## src/design/mpt_pkg.sv

```systemverilog
// Constants and carrier types of the transmit pacing and pause timer block.
// Assumes one 40 MHz clock and byte addresses on a plain register port.
package mpt_pkg;

  localparam int ADDR_W = 8;
  localparam int DATA_W = 32;

  localparam logic [7:0] PACE_OFS = 8'h00;
  localparam logic [7:0] RXP_OFS  = 8'h04;
  localparam logic [7:0] TXP_OFS  = 8'h08;
  localparam logic [7:0] CTRL_OFS = 8'h0C;

  localparam int PACE_W    = 5;
  localparam int PAUSE_W   = 16;
  localparam int PACE_LSB  = 0;
  localparam int PAUSE_LSB = 0;
  localparam int TEST_BIT  = 0;

  localparam logic [4:0]  PACE_MAX   = 5'h1F;
  localparam logic [15:0] RXP_RELOAD = 16'hFF00;
  localparam logic [4:0]  PACE_RST   = 5'h00;
  localparam logic [15:0] PAUSE_RST  = 16'h0000;
  localparam logic        CTRL_RST   = 1'b0;
  localparam logic [31:0] RDATA_RST  = 32'h0000_0000;

  localparam int CLK_PERIOD_NS = 25;
  localparam int SLOT_TIME_NS  = 5120;
  localparam int SLOT_CYCLES   = SLOT_TIME_NS / CLK_PERIOD_NS;
  localparam int IPG_TIME_NS   = 960;
  localparam int IPG_CYCLES    = (IPG_TIME_NS + CLK_PERIOD_NS - 1) / CLK_PERIOD_NS;
  localparam int PACE_GAP_MULT = 4;

  typedef struct packed {
    logic        wr;
    logic        rd;
    logic [7:0]  addr;
    logic [31:0] wdata;
  } mpt_bus_req_t;

  typedef struct packed {
    logic done;
    logic collided;
    logic deferred;
  } mpt_tx_end_t;

  typedef struct packed {
    logic        valid;
    logic [15:0] quanta;
  } mpt_pause_rx_t;

endpackage

```

## src/design/mpt_timers.sv

```systemverilog
// Transmit pacing counter, receive and transmit pause timers, register port.
// Assumes all event inputs come from MAC logic on the same clock.
`timescale 1ns/1ps

module mpt_timers #(
  parameter int SLOT_CYCLES = mpt_pkg::SLOT_CYCLES,
  parameter int IPG_CYCLES  = mpt_pkg::IPG_CYCLES,
  parameter int GAP_W       = 8
) (
  input  wire logic                   clk,
  input  wire logic                   reset,
  input  wire mpt_pkg::mpt_bus_req_t  bus,
  output logic [31:0]                 rdata,
  input  wire mpt_pkg::mpt_tx_end_t   tx_end,
  input  wire mpt_pkg::mpt_pause_rx_t pause_rx,
  input  wire logic                   pause_sent,
  input  wire logic                   flow_active,
  output logic                        pause_resend,
  output logic                        tx_enable,
  output logic                        pacing_active
);

  localparam logic [GAP_W-1:0] GAP_ONE  = GAP_W'(IPG_CYCLES);
  localparam logic [GAP_W-1:0] GAP_FOUR = GAP_W'(IPG_CYCLES * mpt_pkg::PACE_GAP_MULT);
  localparam logic [15:0]      SLOT_END = 16'(SLOT_CYCLES - 1);

  logic [4:0]       pace_q;
  logic [15:0]      rxp_q;
  logic [15:0]      txp_q;
  logic             test_q;
  logic             armed_q;
  logic [15:0]      slot_q;
  logic [GAP_W-1:0] gap_q;
  logic [31:0]      rdata_q;
  logic [31:0]      rdata_d;
  logic             tick;
  logic             clean;
  logic             dirty;
  logic             wr_pace;
  logic             wr_rxp;
  logic             wr_txp;
  logic             wr_ctrl;
  logic             resend;

  // Saturating decrement shared by the pacing counter and both pause timers.
  function automatic logic [15:0] sat_dec(input logic [15:0] v);
    sat_dec = (v == 16'h0000) ? 16'h0000 : v - 16'h0001;
  endfunction

  assign clean   = tx_end.done && !tx_end.collided && !tx_end.deferred;
  assign dirty   = tx_end.done && (tx_end.collided || tx_end.deferred);
  assign wr_pace = bus.wr && (bus.addr == mpt_pkg::PACE_OFS);
  assign wr_rxp  = bus.wr && (bus.addr == mpt_pkg::RXP_OFS) && test_q;
  assign wr_txp  = bus.wr && (bus.addr == mpt_pkg::TXP_OFS) && test_q;
  assign wr_ctrl = bus.wr && (bus.addr == mpt_pkg::CTRL_OFS);
  assign resend  = (rxp_q == 16'h0000) && armed_q && flow_active;

  // Slot time divider gives a one-cycle tick.
  always_ff @(posedge clk) begin
    if (reset) begin
      slot_q <= 16'h0000;
    end else if (slot_q == SLOT_END) begin
      slot_q <= 16'h0000;
    end else begin
      slot_q <= slot_q + 16'h0001;
    end
  end
  assign tick = (slot_q == SLOT_END);

  // Control register with the test mode enable bit.
  always_ff @(posedge clk) begin
    if (reset) begin
      test_q <= mpt_pkg::CTRL_RST;
    end else if (wr_ctrl) begin
      test_q <= bus.wdata[mpt_pkg::TEST_BIT];
    end
  end

  // Pacing counter; frame events win over a register write.
  always_ff @(posedge clk) begin
    if (reset) begin
      pace_q <= mpt_pkg::PACE_RST;
    end else if (dirty) begin
      pace_q <= mpt_pkg::PACE_MAX;
    end else if (clean) begin
      pace_q <= 5'(sat_dec({11'h000, pace_q}));
    end else if (wr_pace) begin
      pace_q <= bus.wdata[mpt_pkg::PACE_LSB +: mpt_pkg::PACE_W];
    end
  end
  assign pacing_active = (pace_q != 5'h00);

  // Inter-packet gap counter, stretched fourfold after a clean frame while pacing.
  always_ff @(posedge clk) begin
    if (reset) begin
      gap_q <= '0;
    end else if (clean && pacing_active) begin
      gap_q <= GAP_FOUR;
    end else if (tx_end.done) begin
      gap_q <= GAP_ONE;
    end else if (gap_q != '0) begin
      gap_q <= gap_q - GAP_W'(1);
    end
  end

  // Receive pause timer: loaded on a sent pause frame, resent at zero while the repeat flag is set and flow_active is high.
  always_ff @(posedge clk) begin
    if (reset) begin
      rxp_q <= mpt_pkg::PAUSE_RST;
    end else if (pause_sent || resend) begin
      rxp_q <= mpt_pkg::RXP_RELOAD;
    end else if (wr_rxp) begin
      rxp_q <= bus.wdata[mpt_pkg::PAUSE_LSB +: mpt_pkg::PAUSE_W];
    end else if (tick) begin
      rxp_q <= sat_dec(rxp_q);
    end
  end

  // Repeat flag stays set while flow control remains wanted.
  always_ff @(posedge clk) begin
    if (reset) begin
      armed_q <= 1'b0;
    end else if (pause_sent) begin
      armed_q <= 1'b1;
    end else if (!flow_active) begin
      armed_q <= 1'b0;
    end
  end
  assign pause_resend = resend;

  // Transmit pause timer: loaded by an incoming pause frame.
  always_ff @(posedge clk) begin
    if (reset) begin
      txp_q <= mpt_pkg::PAUSE_RST;
    end else if (pause_rx.valid) begin
      txp_q <= pause_rx.quanta;
    end else if (wr_txp) begin
      txp_q <= bus.wdata[mpt_pkg::PAUSE_LSB +: mpt_pkg::PAUSE_W];
    end else if (tick) begin
      txp_q <= sat_dec(txp_q);
    end
  end
  assign tx_enable = (txp_q == 16'h0000) && (gap_q == '0);

  // Read data mux; unmapped addresses read zero.
  always_comb begin
    rdata_d = 32'h0000_0000;
    unique case (bus.addr)
      mpt_pkg::PACE_OFS: rdata_d = {27'h000_0000, pace_q};
      mpt_pkg::RXP_OFS:  rdata_d = {16'h0000, rxp_q};
      mpt_pkg::TXP_OFS:  rdata_d = {16'h0000, txp_q};
      mpt_pkg::CTRL_OFS: rdata_d = {31'h0000_0000, test_q};
      default:           rdata_d = 32'h0000_0000;
    endcase
  end

  // Read data stand only in the cycle after the read strobe.
  always_ff @(posedge clk) begin
    if (reset) begin
      rdata_q <= mpt_pkg::RDATA_RST;
    end else if (bus.rd) begin
      rdata_q <= rdata_d;
    end else begin
      rdata_q <= mpt_pkg::RDATA_RST;
    end
  end
  assign rdata = rdata_q;
endmodule

```

## config.mk

```make
export PLATFORM = sky130hd
export DESIGN_NAME = mpt_timers
export DESIGN_NICKNAME = d
export VERILOG_FILES = /design/src/design/mpt_pkg.sv /design/src/design/mpt_timers.sv
export SDC_FILE = /design/constraint.sdc
export NUM_CORES = 1
export LEC_CHECK = 0
export ABC_AREA = 1
export BUFFER_PORTS_ARGS = -buffer_cell sky130_fd_sc_hd__buf_4
export CAP_MARGIN = 15
export CORE_ASPECT_RATIO = 1.5
export CORE_MARGIN = 2
export CORE_UTILIZATION = 56
export DETAILED_ROUTE_END_ITERATION = 8
export PLACE_DENSITY = 0.81
export SETUP_SLACK_MARGIN = 0.4
export SLEW_MARGIN = 20
export SYNTH_ARGS = -nofsm -noshare
export SYNTH_HDL_FRONTEND = slang
export SYNTH_SLANG_ARGS = --single-unit
export TNS_END_PERCENT = 100
```

## constraint.sdc

```tcl
create_clock -name clk -period 2.4 [get_ports clk]
set_clock_uncertainty 0.2 [all_clocks]
set_input_delay 0.24 -clock clk [delete_from_list [all_inputs] [get_ports clk]]
set_output_delay 0.24 -clock clk [all_outputs]
set_load 0.01 [all_outputs]
```

* Word-level counts from Yosys, hierarchy flattened *
Cells that the tools add are included.

operators by class
  add/sub/neg operators = 5
  equal/unequal tests = 5
  mux-type cells = 18
  bitwise gates (word level) = 1
  reductions and logical operators = 35

operators by type and width
  operator                                            number
  two-way mux 16 bit                                  8
  case mux 16 bit (4 select lines)                    1
  logical NOT 16 bit                                  2
  subtractor 16 x 1 -> 16 bit, second input constant  2
  two-way mux 8 bit                                   3
  two-way mux 5 bit                                   4
  adder 16 x 1 -> 16 bit, second input constant       1
  == test 16 x 8 -> 1 bit, second input constant      1
  == test 8 x 4 -> 1 bit, second input constant       2
  logical NOT 8 bit                                   2
  logical AND 1 bit                                   13
  nonzero test 3 bit                                  4
  == test 8 x 3 -> 1 bit, second input constant       1
  nonzero test 8 bit                                  1
  OR reduction 2 bit                                  4
  subtractor 8 x 1 -> 8 bit, second input constant    1
  logical NOT 5 bit                                   1
  nonzero test 5 bit                                  1
  subtractor 5 x 1 -> 5 bit, second input constant    1
  nonzero test 2 bit                                  2
  OR reduction 3 bit                                  1
  logical NOT 1 bit                                   2
  logical OR 1 bit                                    2
  two-way mux 1 bit                                   2
  2 further kinds                                     2

storage, ports and cells
  register bits = 95
  bits of input ports = 66
  word-level logic and storage cells = 75

* Depth between registers and ports, before layout *
  word-level depth = 5
  depth in mapped cells = 12
  gate-level depth less buffers = 12

* Least setup slack after synthesis *
OpenSTA, ideal clock, no wires.

  path type = reg-to-output
  from = register gap_q[0]
  to = output port tx_enable
  arrival time = 1.397 ns
  setup slack = 0.563 ns
  cell stages (with the launch flop) = 7
  buffers on the path = 0
  cell sequence = dfxtp_1 > inv_1 > ha_1 > nand3_1 > nor4_4 > inv_1 > nor4_1

between the ends
  cells in the longest elaborated chain, start to end = 2

RTL lines
  item                      RTL line           RTL
  start: declaration        mpt_timers.sv:33   logic [GAP_W-1:0] gap_q;
  start signal: assignment  mpt_timers.sv:102  gap_q <= gap_q - GAP_W'(1);
  logical NOT 8 bit         mpt_timers.sv:143  assign tx_enable = (txp_q == 16'h0000) && (gap_q == '0);
  logical AND 1 bit         mpt_timers.sv:143
  end: declaration          mpt_timers.sv:19   output logic tx_enable,

No other way between the ends.

* Final worst setup path *
Ends and elaborated chain as after synthesis.

==> metrics <==
max cap viols=0; IO Pins=101; NumNets Final=955; Slowest-stage cell, CP=dfxtp_2; final hold violation count=0; Cells after Synth=777; total core area=8780 um2; port bufs=68; Achievable Freq=485 MHz; Ys Warns=0; Syn Area/Cell=6.47 um2; Max VDD drop=0.437 mV; Setup WS post-layout=0.338 ns; worst-case clock buffer depth=2; Fillers=680; post-layout min period=2.06 ns; WP buf/inv=3; leak pwr=2.88 nW; WL per Instance=14.8 um; vias in the first global route=5210; post-route ant nets=0; clock latency at the later pin of the worst-skew pair=0.35 ns; n_diodes=0; Final TNS setup=0 ns; CP Launch Type=register; Critical Path RT=1.96 ns; clk slew on worst S/H paths=0.06 ns; global route overflow=0; First-pass DRT Iterations=8; area grow syn2layout=26.8%; Post-Layout Cell Count=998; period utilisation layout=0.859; status=completed; peak fanout along the critical path=2; final wirelength=14800 um; cell family with most CP delay=simple AND/OR/NAND/NOR gates; post-detail-place hpwl=10300 um; Largest stage delay, worst path=0.32 ns; Power per Cell Area=556 nW/um2; H-tree Lvls=3; placed insts=944; RSZ-0062 raised after global routing=true; DRT iter0 DRCs=650; Setup crit end kind=output port; Seq cells post-synth=79; die footprint=9770 um2; max-slew violation count=0; CTS tree=done; Die Width=81.4 um; CP cell instances=inv_2 -> ha_4 -> nand3_2 -> nor4_4 -> inv_2 -> nor4_4 -> buf_4; vias post-DR=5619; Rows=42; pre-CTS WS=0.138 ns; CTS root buffer=clkbuf_16; Hold WC Path Type=input pin to register; total global-route track usage=0.301; Num CTS Buffers=9; Starting Density=0.573; first-pass GRT wire length=23200 um; crit path DAT=1.62 ns; antenna violations before repair=0; sequential area share after synthesis=0.314; RePlAce Congestion=0.927; Netlist cell types=40; Synth Cell Area=5030 um2; layout cell share with drive strength beyond 1=0.260; Residual DRC=0; largest net degree at the start of global routing=33; worst setup path category=register to output port; CTS sink count=79; post-DR vias/cell=5.63; die height=120 um; Final Util=0.727; # setup viols final=0
==> sequential cells by signal, indices dropped and copies added (netlist names) <==
| signal | count |
|---|---|
| txp_q | 16 |
| slot_q | 16 |
| test_q | 1 |
| rxp_q | 16 |
| gap_q | 8 |
| pace_q | 5 |
| rdata | 16 |
| armed_q | 1 |
==> area by class of cell <==
class	instances	area (um2)	area share
Multi-Input combinational cell	591	3150	0.493
Sequential cell	79	1600	0.250
Timing Repair Buffer	111	848	0.133
Inverter	91	348	0.0545
Clock buffer	11	243	0.0381
Tap cell	110	138	0.0216
Clock inverter	5	57.6	0.00902
==> cell usage after synthesis (all sizes together) <==
| cell type | n | area share |
|---|---|---|
| inv | 90 | 0.067 |
| o21ai | 44 | 0.044 |
| nand3b | 4 | 0.0060 |
| a211oi | 1 | 0.0015 |
| ha | 6 | 0.015 |
| o211ai | 1 | 0.0015 |
| buf | 28 | 0.040 |
| nor3 | 7 | 0.0080 |
| nand3 | 53 | 0.056 |
| nor3b | 2 | 0.0030 |
| and3 | 1 | 0.0012 |
| nor4 | 2 | 0.0055 |
| nand4 | 17 | 0.021 |
| or2 | 12 | 0.015 |
| a21oi | 51 | 0.051 |
| xor2 | 16 | 0.028 |
| conb | 1 | 0.00075 |
| o22ai | 9 | 0.011 |
| clkbuf | 4 | 0.0030 |
| a31oi | 8 | 0.010 |
| o21bai | 8 | 0.012 |
| nand2 | 198 | 0.16 |
| nor2 | 129 | 0.12 |
| xnor2 | 5 | 0.0087 |
| dfxtp | 79 | 0.31 |
| clkinv | 1 | 0.00075 |
==> power breakdown <==
part / leakage [nW] / switching (mW) / internal [mW]
Combinational: 2.09 / 0.403 / 0.294
Clock: 0.138 / 0.570 / 0.832
Sequential: 0.652 / 0.0753 / 1.37
Total: 2.88 / 1.05 / 2.50
==> through the flow <==
stage | hold WS, ns | cell area, um2 | power (mW)
2_1_floorplan | 0.109 | 5090 | 1.87
6_report | 0.00729 | 6380 | 3.55
3_5_place_dp | 0.263 | 5560 | 2.04
5_1_grt | 0.0256 | 6380 | 3.68
3_3_place_gp | 0.244 | 5560 | 2.02
4_1_cts | 0.00191 | 6220 | 3.50
==> tightest hold or removal path: cells and delay by family <==
kind / cells / cell delay, ns
simple gates: 1 / 0.06
buf+inv: 1 / 0.13
compound gates: 1 / 0.08
==> final timing paths <==
kind | from | endpoint | slack [ns] | depth (start not counted)
hold / removal | bus[2] | rxp_q[2]$_SDFFE_PP0P_ | 0.007 | 3
setup / recovery | gap_q[0]$_SDFFE_PP0P_ | tx_enable | 0.34 | 7
setup reg to reg | txp_q[7]$_SDFFE_PP0P_ | txp_q[3]$_SDFFE_PP0P_ | 0.48 | 8
hold reg to reg | slot_q[15]$_SDFF_PP0_ | slot_q[15]$_SDFF_PP0_ | 0.28 | 2
==> cell families after synthesis <==
kind of cell | count (synthesis) | synth area share
compound gates | 122 | 0.131
xor+xnor | 21 | 0.0366
fa+ha+maj | 6 | 0.0149
buf+inv | 123 | 0.111
flops | 79 | 0.314
other cells | 1 | 0.000746
simple gates | 425 | 0.392
==> metal layers <==
layer  routed length, um  vias to the layer above  GRT usage
met3                 966                       57     0.0564
met4                 584                        0      0.154
met5                   0                        -          0
met1                5570                     2592      0.337
met2                7670                      286      0.525
li1                    -                     2684          -
==> placed cells by master (no fill, tap or decap), drive strengths merged, types with 11 or more instances in the layout <==
master  netlist  layout
xor2         16      16
o21ai        44      44
a21oi        51      51
nor2        129     129
inv          90      89
nand4        17      17
conb          1      16
buf          28     105
dfxtp        79      79
or2          12      12
nand3        53      54
nand2       198     198
clkbuf        4      11
==> repair_timing <==
action | 4_1_cts | 5_1_grt
gates cloned | 0 | 1
hold endpoints to repair | 9 | 0
hold buffers | 6 | 0
setup buffers | 23 | 8
pin swaps | 17 | 5
resized for setup | 43 | 24
setup endpoints to repair | 25 | 50
Power figures use the tool's default switching activity.
